File: src/shared/spei_defines.svh
// Register offsets, reset values and field constants for the sink port interrupt block
`ifndef SPEI_DEFINES_SVH
`define SPEI_DEFINES_SVH

`define SPEI_ADDR_W 8
`define SPEI_DATA_W 8
`define SPEI_OFS_PORT_DATA 8'h30
`define SPEI_OFS_IRQ_ENABLE 8'h31
`define SPEI_OFS_IRQ_POLARITY 8'h32
`define SPEI_OFS_IRQ_STATUS 8'h33
`define SPEI_OFS_IRQ_MASK 8'h34
`define SPEI_OFS_PIN_LEVEL 8'h35
`define SPEI_PIN_MASK 8'h87
`define SPEI_RST_IRQ_ENABLE 8'h00
`define SPEI_RST_IRQ_POLARITY 8'h00
`define SPEI_RST_PORT_DATA 8'hFF
`define SPEI_RST_IRQ_STATUS 8'h00
`define SPEI_RST_IRQ_MASK 8'hFF
`define SPEI_RST_PIN_SAMPLE 8'hFF
`define SPEI_ZERO_BYTE 8'h00
`define SPEI_RST_SINK_EN 8'h00
`define SPEI_RST_PULLUP_EN 8'h87
`define SPEI_RST_IRQ 1'h0

`endif

File: src/shared/spei_pkg.sv
// Types shared by the sink port interrupt block
package spei_pkg;

    typedef logic [7:0] spei_byte_t;

    typedef struct packed {
        logic [7:0] addr;
        logic [7:0] wdata;
        logic wr;
        logic rd;
    } spei_bus_req_t;

    typedef struct packed {
        spei_byte_t enable;
        spei_byte_t polarity;
        spei_byte_t data;
        spei_byte_t status;
        spei_byte_t mask;
    } spei_regs_t;

endpackage : spei_pkg

File: src/verilog/spei_sink_port_irq.sv
// Edge interrupt logic for the four-pin current-sink output port
//
// The plain strobed port was chosen for this implementation.
`timescale 1ns/10ps
`include "spei_defines.svh"

// Summary of operation
// (RULE_01) Enable bits at 0,1,2,7; others reserved
// (RULE_02) Enable 1 allows, 0 blocks pin interrupts
// (RULE_03) Enable register clears to zero on reset
// (RULE_04) All pins share one interrupt request
// (RULE_05) Polarity 0 selects falling edge interrupt
// (RULE_06) Polarity 1 selects rising edge interrupt
// (RULE_07) Polarity register at 0,1,2,7, resets zero
// (RULE_08) Data 1 pulls pin high, 0 sinks low
// (RULE_09) Sample pins, compare previous, OR enabled edges
module spei_sink_port_irq #(
    parameter int DATA_W = `SPEI_DATA_W
) (
    input wire logic core_clk_i,
    input wire logic rst_i,
    input wire logic [7:0] addr_i,
    input wire logic [7:0] wdata_i,
    input wire logic wr_i,
    input wire logic rd_i,
    output logic [7:0] rdata_o,
    input wire logic [7:0] pin_i,
    output logic [7:0] sink_en_o,
    output logic [7:0] pullup_en_o,
    output logic irq_o
);

    // Pins that exist on the port; bits 3 to 6 are reserved
    localparam spei_pkg::spei_byte_t PIN_MASK = `SPEI_PIN_MASK;

    // Elaboration check on the data width
    generate
        if (DATA_W != `SPEI_DATA_W) begin : g_bad_width
            $error("spei_sink_port_irq supports only 8-bit data");
        end
    endgenerate

    // Elaboration check that every port pin fits the data width
    generate
        if ((PIN_MASK >> DATA_W) != `SPEI_ZERO_BYTE) begin : g_bad_pins
            $error("spei_sink_port_irq pin map exceeds the data width");
        end
    endgenerate

    // Register bus request
    spei_pkg::spei_bus_req_t bus;

    // Write decode
    logic wr_data_hit;
    logic wr_enable_hit;
    logic wr_polarity_hit;
    logic wr_mask_hit;

    // Read decode
    logic rd_data_hit;
    logic rd_status_hit;
    logic rd_mask_hit;
    logic rd_level_hit;
    logic rd_wo_hit;

    // Register state
    spei_pkg::spei_byte_t port_data;
    spei_pkg::spei_byte_t next_port_data;
    spei_pkg::spei_byte_t irq_enable;
    spei_pkg::spei_byte_t next_irq_enable;
    spei_pkg::spei_byte_t irq_polarity;
    spei_pkg::spei_byte_t next_irq_polarity;
    spei_pkg::spei_byte_t irq_status;
    spei_pkg::spei_byte_t next_irq_status;
    spei_pkg::spei_byte_t irq_mask;
    spei_pkg::spei_byte_t next_irq_mask;
    spei_pkg::spei_regs_t regs;

    // Pin sampling and edge detection
    spei_pkg::spei_byte_t pin_now;
    spei_pkg::spei_byte_t pin_prev;
    spei_pkg::spei_byte_t next_pin_prev;
    wire spei_pkg::spei_byte_t rise;
    wire spei_pkg::spei_byte_t fall;
    wire spei_pkg::spei_byte_t edge_evt;
    wire spei_pkg::spei_byte_t irq_src;

    // Output flops
    spei_pkg::spei_byte_t sink_en;
    spei_pkg::spei_byte_t next_sink_en;
    spei_pkg::spei_byte_t pullup_en;
    spei_pkg::spei_byte_t next_pullup_en;
    logic irq;
    logic next_irq;

    // Read data path
    spei_pkg::spei_byte_t rdata;
    spei_pkg::spei_byte_t next_rdata;

    assign bus = '{addr: addr_i, wdata: wdata_i, wr: wr_i, rd: rd_i};

    // Gathered register view
    assign regs = '{
        enable: irq_enable,
        polarity: irq_polarity,
        data: port_data,
        status: irq_status,
        mask: irq_mask
    };

    // Write strobe decode
    always_comb begin
        wr_data_hit = 1'h0;
        wr_enable_hit = 1'h0;
        wr_polarity_hit = 1'h0;
        wr_mask_hit = 1'h0;
        if (bus.wr) begin
            unique case (bus.addr)
                `SPEI_OFS_PORT_DATA: begin
                    wr_data_hit = 1'h1;
                end
                `SPEI_OFS_IRQ_ENABLE: begin
                    wr_enable_hit = 1'h1;
                end
                `SPEI_OFS_IRQ_POLARITY: begin
                    wr_polarity_hit = 1'h1;
                end
                `SPEI_OFS_IRQ_MASK: begin
                    wr_mask_hit = 1'h1;
                end
                default: begin
                end
            endcase
        end
    end

    // Read strobe decode; enable and polarity are write only
    always_comb begin
        rd_data_hit = 1'h0;
        rd_status_hit = 1'h0;
        rd_mask_hit = 1'h0;
        rd_level_hit = 1'h0;
        rd_wo_hit = 1'h0;
        if (bus.rd) begin
            unique case (bus.addr)
                `SPEI_OFS_PORT_DATA: begin
                    rd_data_hit = 1'h1;
                end
                `SPEI_OFS_IRQ_ENABLE: begin
                    rd_wo_hit = 1'h1;
                end
                `SPEI_OFS_IRQ_POLARITY: begin
                    rd_wo_hit = 1'h1;
                end
                `SPEI_OFS_IRQ_STATUS: begin
                    rd_status_hit = 1'h1;
                end
                `SPEI_OFS_IRQ_MASK: begin
                    rd_mask_hit = 1'h1;
                end
                `SPEI_OFS_PIN_LEVEL: begin
                    rd_level_hit = 1'h1;
                end
                default: begin
                end
            endcase
        end
    end

    // Pin sampling against the previous cycle
    always_comb begin
        pin_now = pin_i & PIN_MASK; // [RULE_09]
        next_pin_prev = pin_now; // [RULE_09]
    end

    // Register stage for the previous sample
    always_ff @(posedge core_clk_i) begin
        if (rst_i) begin
            pin_prev <= `SPEI_RST_PIN_SAMPLE;
        end else begin
            pin_prev <= next_pin_prev;
        end
    end

    // Per-pin edge detection; reserved positions never fire
    genvar pin_idx;
    generate
        for (pin_idx = 0; pin_idx < DATA_W; pin_idx = pin_idx + 1) begin : g_pin
            if (PIN_MASK[pin_idx]) begin : g_used
                assign rise[pin_idx] = pin_now[pin_idx] & ~pin_prev[pin_idx];
                assign fall[pin_idx] = ~pin_now[pin_idx] & pin_prev[pin_idx];
                assign edge_evt[pin_idx] = irq_enable[pin_idx] // [RULE_02]
                    & (irq_polarity[pin_idx] ? rise[pin_idx] // [RULE_06]
                    : fall[pin_idx]); // [RULE_05]
                assign irq_src[pin_idx] = next_irq_status[pin_idx] & next_irq_mask[pin_idx];
            end else begin : g_reserved
                assign rise[pin_idx] = 1'h0;
                assign fall[pin_idx] = 1'h0;
                assign edge_evt[pin_idx] = 1'h0;
                assign irq_src[pin_idx] = 1'h0;
            end
        end
    endgenerate

    // Port data register: 1 pulls the pin up, 0 turns the sink on
    always_comb begin
        next_port_data = port_data;
        if (wr_data_hit) begin
            next_port_data = bus.wdata;
        end
    end

    // Register stage for the port data
    always_ff @(posedge core_clk_i) begin
        if (rst_i) begin
            port_data <= `SPEI_RST_PORT_DATA;
        end else begin
            port_data <= next_port_data;
        end
    end

    // Interrupt enable register, write only
    always_comb begin
        next_irq_enable = irq_enable;
        if (wr_enable_hit) begin
            next_irq_enable = bus.wdata & PIN_MASK; // [RULE_01]
        end
    end

    // Register stage for the enable bits
    always_ff @(posedge core_clk_i) begin
        if (rst_i) begin
            irq_enable <= `SPEI_RST_IRQ_ENABLE; // [RULE_03]
        end else begin
            irq_enable <= next_irq_enable;
        end
    end

    // Interrupt polarity register, write only
    always_comb begin
        next_irq_polarity = irq_polarity;
        if (wr_polarity_hit) begin
            next_irq_polarity = bus.wdata & PIN_MASK; // [RULE_07]
        end
    end

    // Register stage for the polarity bits
    always_ff @(posedge core_clk_i) begin
        if (rst_i) begin
            irq_polarity <= `SPEI_RST_IRQ_POLARITY; // [RULE_07]
        end else begin
            irq_polarity <= next_irq_polarity;
        end
    end

    // Interrupt mask register; a set bit lets its status through
    always_comb begin
        next_irq_mask = irq_mask;
        if (wr_mask_hit) begin
            next_irq_mask = bus.wdata & PIN_MASK;
        end
    end

    // Register stage for the mask bits
    always_ff @(posedge core_clk_i) begin
        if (rst_i) begin
            irq_mask <= `SPEI_RST_IRQ_MASK;
        end else begin
            irq_mask <= next_irq_mask;
        end
    end

    // Sticky status, cleared by a read of it
    always_comb begin
        next_irq_status = irq_status;
        if (rd_status_hit) begin
            next_irq_status = `SPEI_ZERO_BYTE;
        end
        // A new edge in the clearing cycle wins
        next_irq_status = next_irq_status | edge_evt;
    end

    // Register stage for the status bits
    always_ff @(posedge core_clk_i) begin
        if (rst_i) begin
            irq_status <= `SPEI_RST_IRQ_STATUS;
        end else begin
            irq_status <= next_irq_status;
        end
    end

    // Read data, one cycle after the strobe, zero otherwise
    always_comb begin
        next_rdata = `SPEI_ZERO_BYTE;
        if (rd_data_hit) begin
            next_rdata = regs.data;
        end
        if (rd_wo_hit) begin
            next_rdata = `SPEI_ZERO_BYTE;
        end
        if (rd_status_hit) begin
            next_rdata = regs.status;
        end
        if (rd_mask_hit) begin
            next_rdata = regs.mask;
        end
        if (rd_level_hit) begin
            next_rdata = pin_now;
        end
    end

    // Register stage for the read data
    always_ff @(posedge core_clk_i) begin
        if (rst_i) begin
            rdata <= `SPEI_ZERO_BYTE;
        end else begin
            rdata <= next_rdata;
        end
    end

    // Output values, taken from next register values so they track the registers
    always_comb begin
        next_sink_en = ~next_port_data & PIN_MASK; // [RULE_08]
        next_pullup_en = next_port_data & PIN_MASK; // [RULE_08]
        next_irq = |irq_src; // [RULE_04]
    end

    // Register stage for the outputs
    always_ff @(posedge core_clk_i) begin
        if (rst_i) begin
            sink_en <= `SPEI_RST_SINK_EN;
            pullup_en <= `SPEI_RST_PULLUP_EN;
            irq <= `SPEI_RST_IRQ;
        end else begin
            sink_en <= next_sink_en;
            pullup_en <= next_pullup_en;
            irq <= next_irq;
        end
    end

    // Outputs
    assign rdata_o = rdata;
    assign sink_en_o = sink_en;
    assign pullup_en_o = pullup_en;
    assign irq_o = irq;

endmodule : spei_sink_port_irq

File: config.mk
export PLATFORM = sky130hd
export DESIGN_NAME = spei_sink_port_irq
export DESIGN_NICKNAME = d
export VERILOG_FILES = /design/src/shared/spei_pkg.sv /design/src/verilog/spei_sink_port_irq.sv
export VERILOG_INCLUDE_DIRS = /design/src /design/src/shared
export SDC_FILE = /design/constraint.sdc
export NUM_CORES = 1
export LEC_CHECK = 0
export BUFFER_PORTS_ARGS = -buffer_cell sky130_fd_sc_hd__buf_2
export CAP_MARGIN = 40
export CORE_UTILIZATION = 45
export DETAILED_ROUTE_END_ITERATION = 10
export PLACE_DENSITY = 0.8
export SYNTH_ARGS = -nofsm -noshare
export SYNTH_HDL_FRONTEND = slang
export SYNTH_SLANG_ARGS = --single-unit
File: constraint.sdc
create_clock -name core_clk_i -period 3.3 [get_ports core_clk_i]
set_input_delay 0.33 -clock core_clk_i [delete_from_list [all_inputs] [get_ports core_clk_i]]
set_output_delay 0.33 -clock core_clk_i [all_outputs]
set_load 0.02 [all_outputs]
==> summary.md, run 1 <==
| Metric | Value |
|---|---|
| Status | `complete, no violations` |
| Top cells by area in the synthesized netlist | `dfxtp_1, mux2i_1, buf_4` |
| Synthesis warning total | `0` |
| Sort of element at the start of the critical path | `input pin` |
| Depth of the CTS H-tree | `2` |
| Deepest clock path buffer count | `2` |
| All-Layer GR Usage | `18.8%` |
| Count of antenna-violating nets left after detailed routing | `0` |
| Final Critical Period | `1.72 ns` |
| Int Power | `0.000682 W` |
| Number of fillers in the final layout | `393` |
| Flop and latch count out of synthesis | `42` |
| Total length of routed wires | `3860 um` |
| Number of buffers and inverters on the critical path | `1` |
| Unrepaired setup endpoints after global routing | `false` |
| Worst setup path class | `input pin to flop` |
| Commonest non-fill, non-tap cells in the layout | `dfxtp_1, buf_2, nor2_1` |
| Cell type group with the largest total delay on the critical path | `simple AND/OR/NAND/NOR gates` |
| Area of the placeable core | `0.00403 mm2` |
| Vias in the first global route | `1302` |
| Final period utilization | `52.1%` |
| Worst-Margin Slew | `0.826 ns` |
| Detailed-router iteration count before antenna repair | `4` |
| Sw Ratio | `24.2%` |
| Clock Skews | `0.00473 ns` |
| Util after Layout | `53.4%` |
| Fraction of registers with async set/reset | `0%` |
| Number of cells on the critical path | `5` |
| Number of hold-repair buffers added at the cts stage | `0` |
| Clock transition at the register clock pins on the worst setup and hold paths after CTS | `0.08 ns` |
| Number of enable flip-flop cells after synthesis | `0` |
| Die area | `0.00450 mm2` |
| Highest net fanout along the worst path | `8` |
| Post-synth top area cell | `dfxtp_1` |
| Global-route wire length before repair | `6160 um` |
| Drt initial violations | `93` |
| Accumulated negative setup slack | `0 ns` |
| Number of distinct library cell variants in the gate-level netlist after synthesis | `41` |
| Horizontal extent of the die | `67.1 um` |
| Post-DP HPWL | `2860 um` |
| Later-pin clock latency in the skew report | `0.29 ns` |
| Worst-case headroom to the max-slew limit | `44.5%` |
| Total gr overflow | `0` |
| IO Pins | `53` |
| Hold Fails Final Rpt | `0` |
| Proportion of layout cells with a drive suffix above 1 | `26.5%` |
| R2R cell count | `4` |
| Starting density of the core | `47.3%` |
| Number of clock buffers inserted by TritonCTS | `5` |
| CTS Root Cell | `clkbuf_8` |
| # nets final | `265` |
| Worst EP required | `3.53 ns` |
| Sequential cell area fraction in the yosys report | `44.1%` |
| Class of the most critical hold timing path | `input pin to flop` |
| Pin count of the biggest net entering global routing | `38` |
| CTS tree | `done` |
| Via density per instance | `5.32` |
| Largest incremental delay on the critical path | `0.64 ns` |
| Max frequency | `0.581 GHz` |
| Leakage | `0.917 nW` |
| Number of standard cells after synthesis | `203` |
| Slowest cell on the critical path | `nor4b_2` |
| Vertical die dimension | `67.1 um` |
| Post-synthesis instance area | `0.00191 mm2` |
| Area share of the largest cell type after synthesis | `44.1%` |
| Slew Limit Fails | `0` |
| Number of gates resized after cts | `0` |
| Per-cell routed wire length | `13.4 um` |
| VDD IR-drop max | `260 uV` |
| Area added between synthesis and finish | `12.9%` |
| Number of failing setup endpoints in the final timing report | `0` |
| Residual DRC count | `0` |
| Combinational group share of total power | `7.2%` |
| Total power divided by cell area | `418 mW/mm2` |
| Count of clock tree sinks | `42` |
| Vias after detailed routing | `1532` |
| Antenna violations before repair | `0` |
| Reported max-cap violation count | `0` |
| Most common cell after layout, fill and taps aside | `dfxtp_1` |
| Post CTS Setup Buffer Count | `0` |
| Clock power share | `36.1%` |
| Sequential fraction of design power | `56.7%` |
| Endpoint kind of the worst setup timing path | `flop` |
| Gp weighted congestion | `0.784` |
| Signal arrival time at the worst endpoint | `1.95 ns` |
| Primary flip-flop cell chosen by synthesis mapping | `dfxtp_1` |
| Fin Hold WS | `0.284 ns` |
| Antenna Diode Count | `0` |
| Switching pwr | `0.000218 W` |
| Critical path cell sequence | `buf_2 -> or3_4 -> nor4b_2 -> a221o_1 -> a32o_1` |
| Average instance area after synthesis | `9.39 um2` |
| Cell Rows | `23` |
| Worst Hold Path Cells | `2` |
| Count of input and output buffers | `40` |
-- logic make-up after synthesis --
family                 after synthesis  share of synthesized area, %
AND/OR/NAND/NOR                     80                          25.8
AO/OA/AOI/OAI                       34                          13.7
multiplexers                        12                          6.30
flip-flops                          42                          44.1
buffers and inverters               34                          9.85
other                                1                         0.197
-- worst paths after layout --
kind                   start          end  slack [ns]
max                addr_i[7]   rdata_o[0]        1.58
min                 pin_i[2]  pin_prev[2]        0.28
max reg2reg  irq_polarity[0]        irq_o        1.75
min reg2reg      irq_mask[5]  irq_mask[5]        0.46
-- worst register-to-register path, cell delays in order (launching register included) --
cell      delay (ns)
dfxtp_1         0.32
or3b_2          0.45
a21boi_0        0.28
o22ai_1         0.12
a41oi_1         0.28
-- per-stage QoR --
stage / power, W / instances / setup slack (ns) / instance area [um2]
final: 0.000900 / 288 / 1.58 / 2150
after global routing: 0.000934 / 288 / 1.41 / 2150
after CTS: 0.000909 / 288 / 1.56 / 2150
after detailed placement: 0.000586 / 280 / 1.26 / 2060
after global placement: 0.000585 / 279 / 1.28 / 2060
after floorplan: 0.000566 / 210 / 1.43 / 1930
-- final cells by class --
| cell class | count | area, um2 | area share [%] |
|---|---|---|---|
| clock buffers | 5 | 68.8 | 3.20 |
| clock inverters | 3 | 18.8 | 0.872 |
| inverters | 12 | 45.0 | 2.09 |
| multi-input cells | 134 | 903 | 42.0 |
| flip-flops and latches | 42 | 841 | 39.1 |
| well taps | 50 | 62.6 | 2.91 |
| repair buffers | 42 | 213 | 9.88 |
-- power by group through the flow --
| stage | combinational [W] | sequential [W] | clock (W) |
|---|---|---|---|
| after floorplan | 0.0000434 | 0.000523 | 0 |
| after global placement | 0.0000623 | 0.000523 | 0 |
| after detailed placement | 0.0000635 | 0.000523 | 0 |
| after CTS | 0.0000638 | 0.000511 | 0.000334 |
| after global routing | 0.0000708 | 0.000511 | 0.000352 |
| final | 0.0000646 | 0.000511 | 0.000325 |
-- state kept, by name, summed over array words and instances, names as in the netlist, named ones only --
| register | flops |
|---|---|
| rdata_o | 8 |
| irq_mask | 5 |
| irq_enable | 4 |
| irq_polarity | 4 |
| irq_status | 4 |
| pin_prev | 4 |
| port_data | 4 |
| sink_en_o | 4 |
| irq_o | 1 |
-- routing by layer --
metal  vias to the layer above  GRT usage, %  routed length, um
met5                         -             0                  0
met4                         0          6.91                 56
met3                         6          4.79                178
met2                        43          30.3               1890
met1                       715          23.9               1730
li1                        768             -                  -
-- cell usage after synthesis (3+ instances only) --
master     n
nand2b_1   5
a221o_1    4
nor2_1    21
or2_2      4
nand2_1   10
buf_4     12
and4_1     3
clkbuf_1   8
a32o_1     4
a21oi_1    4
nand3b_1   6
a21boi_0   4
dfxtp_1   42
mux2i_1   12
a211o_1    4
nor2b_1    4
or3_1      3
inv_1     12
or3b_2     4
o22ai_1    3
a31oi_1    7
No activity file was read; power rests on OpenSTA's default activity.
==> inputs of run 2 (changes only) <==
clock period = 1.7 ns   (was 3.3 ns; I/O delays follow)
==> run 2 against run 1 <==
- clock power increased by 110%
- power increased by 100%
- final cell count increased by 3.1%
- largest power group unchanged
==> summary.md, run 2 (same netlist as run 1, synthesis figures left out) <==
| Metric | Value |
|---|---|
| Cell type group with the largest total delay on the critical path | `compound AO/OA/AOI/OAI gates` |
| Fin Hold WS | `0.128 ns` |
| Drt initial violations | `108` |
| Total length of routed wires | `3870 um` |
| Count of clock tree sinks | `42` |
| Proportion of layout cells with a drive suffix above 1 | `28.7%` |
| Reported max-cap violation count | `0` |
| Highest net fanout along the worst path | `3` |
| Final period utilization | `90.5%` |
| Endpoint kind of the worst setup timing path | `flop` |
| Depth of the CTS H-tree | `2` |
| Total power divided by cell area | `808 mW/mm2` |
| Slowest cell on the critical path | `or3b_2` |
| Vias in the first global route | `1369` |
| Count of antenna-violating nets left after detailed routing | `0` |
| IO Pins | `53` |
| Worst-Margin Slew | `0.711 ns` |
| Vertical die dimension | `67.1 um` |
| Number of clock buffers inserted by TritonCTS | `5` |
| Per-cell routed wire length | `13.0 um` |
| Post CTS Setup Buffer Count | `0` |
| # nets final | `274` |
| Switching pwr | `0.000423 W` |
| Critical path cell sequence | `or3b_2 -> a21boi_0 -> o22ai_1 -> a41oi_1` |
| Max frequency | `0.650 GHz` |
| Worst-case headroom to the max-slew limit | `52.2%` |
| Number of gates resized after cts | `0` |
| Final Critical Period | `1.54 ns` |
| Status | `complete, no violations` |
| Detailed-router iteration count before antenna repair | `6` |
| Clock power share | `37.6%` |
| Antenna Diode Count | `0` |
| Via density per instance | `5.34` |
| Worst setup path class | `flop to flop` |
| Residual DRC count | `0` |
| Number of failing setup endpoints in the final timing report | `0` |
| All-Layer GR Usage | `18.8%` |
| Class of the most critical hold timing path | `input pin to flop` |
| VDD IR-drop max | `412 uV` |
| Combinational group share of total power | `7.3%` |
| Gp weighted congestion | `0.779` |
| Deepest clock path buffer count | `2` |
| Sw Ratio | `23.5%` |
| Pin count of the biggest net entering global routing | `23` |
| Die area | `0.00450 mm2` |
| Slew Limit Fails | `0` |
| Post-DP HPWL | `2840 um` |
| Int Power | `0.00138 W` |
| Area added between synthesis and finish | `17.0%` |
| CTS Root Cell | `clkbuf_8` |
| CTS tree | `done` |
| Worst EP required | `1.90 ns` |
| Later-pin clock latency in the skew report | `0.29 ns` |
| Starting density of the core | `47.3%` |
| Unrepaired setup endpoints after global routing | `false` |
| Leakage | `0.962 nW` |
| Most common cell after layout, fill and taps aside | `dfxtp_1` |
| Area of the placeable core | `0.00403 mm2` |
| Global-route wire length before repair | `6350 um` |
| Number of hold-repair buffers added at the cts stage | `0` |
| Horizontal extent of the die | `67.1 um` |
| Clock transition at the register clock pins on the worst setup and hold paths after CTS | `0.09 ns` |
| Sort of element at the start of the critical path | `flop` |
| Signal arrival time at the worst endpoint | `1.74 ns` |
| Antenna violations before repair | `0` |
| Cell Rows | `23` |
| Largest incremental delay on the critical path | `0.45 ns` |
| Total gr overflow | `0` |
| Number of buffers and inverters on the critical path | `0` |
| Commonest non-fill, non-tap cells in the layout | `dfxtp_1, buf_2, nor2_1` |
| Hold Fails Final Rpt | `0` |
| Sequential fraction of design power | `55.0%` |
| Overall power | `0.00180 W` |
| Vias after detailed routing | `1587` |
| Count of input and output buffers | `40` |
| Flip-flop count of the largest register after layout | `8` |
| Clock Skews | `0.00927 ns` |
run 2: cell types whose count changed in the layout (fill, tap and decap cells not counted), sizes merged:
cell,change
clkinv,-2
clkbuf,+2
buf,+9
run 2: final timing paths:
kind | cells after the start | from | end | slack, ns
worst max-delay path | 4 | irq_polarity[0] | irq_o | 0.16
worst min-delay path | 2 | pin_i[2] | pin_prev[2] | 0.13
worst max register to register | 4 | irq_polarity[0] | irq_o | 0.16
worst min register to register | 1 | irq_mask[5] | irq_mask[5] | 0.47
run 2: final cells by class:
type	instances	area, um2
Multi-Input combinational cell	134	903
Inverter	12	45.0
Fill cell	383	1800
Clock inverter	1	8.76
Clock buffer	7	86.3
Timing Repair Buffer	51	283
Sequential cell	42	841
Tap cell	50	62.6
run 2: metal layers:
layer	share of wire, %	wire, um	vias to the layer above	track usage (%)
met5	0	0	-	0
met4	0.88	34	0	4.79
met3	5.1	196	2	4.62
met2	49	1890	54	30.3
met1	45	1750	748	24.9
li1	-	-	783	-
run 2: power by group through the flow:
stage                     logic (W)  registers [W]  clock network, W
after global placement     0.000129        0.00101                 0
after CTS                  0.000131       0.000992          0.000684
after detailed placement   0.000130        0.00101                 0
after floorplan           0.0000842        0.00102                 0
after global routing       0.000146       0.000992          0.000726
final                      0.000132       0.000991          0.000678
run 2: through the flow:
stage	instance area, um2	util (%)	TNS, ns	instances	setup WS (ns)
2_1_floorplan	1930	-	0	210	0.0185
3_3_place_gp	2130	53.0	0	289	0.00553
3_5_place_dp	2130	53.0	-0.0231	289	-0.00726
4_1_cts	2230	55.3	0	297	0.172
5_1_grt	2230	55.3	0	297	0.0290
6_report	2230	55.3	0	297	0.161
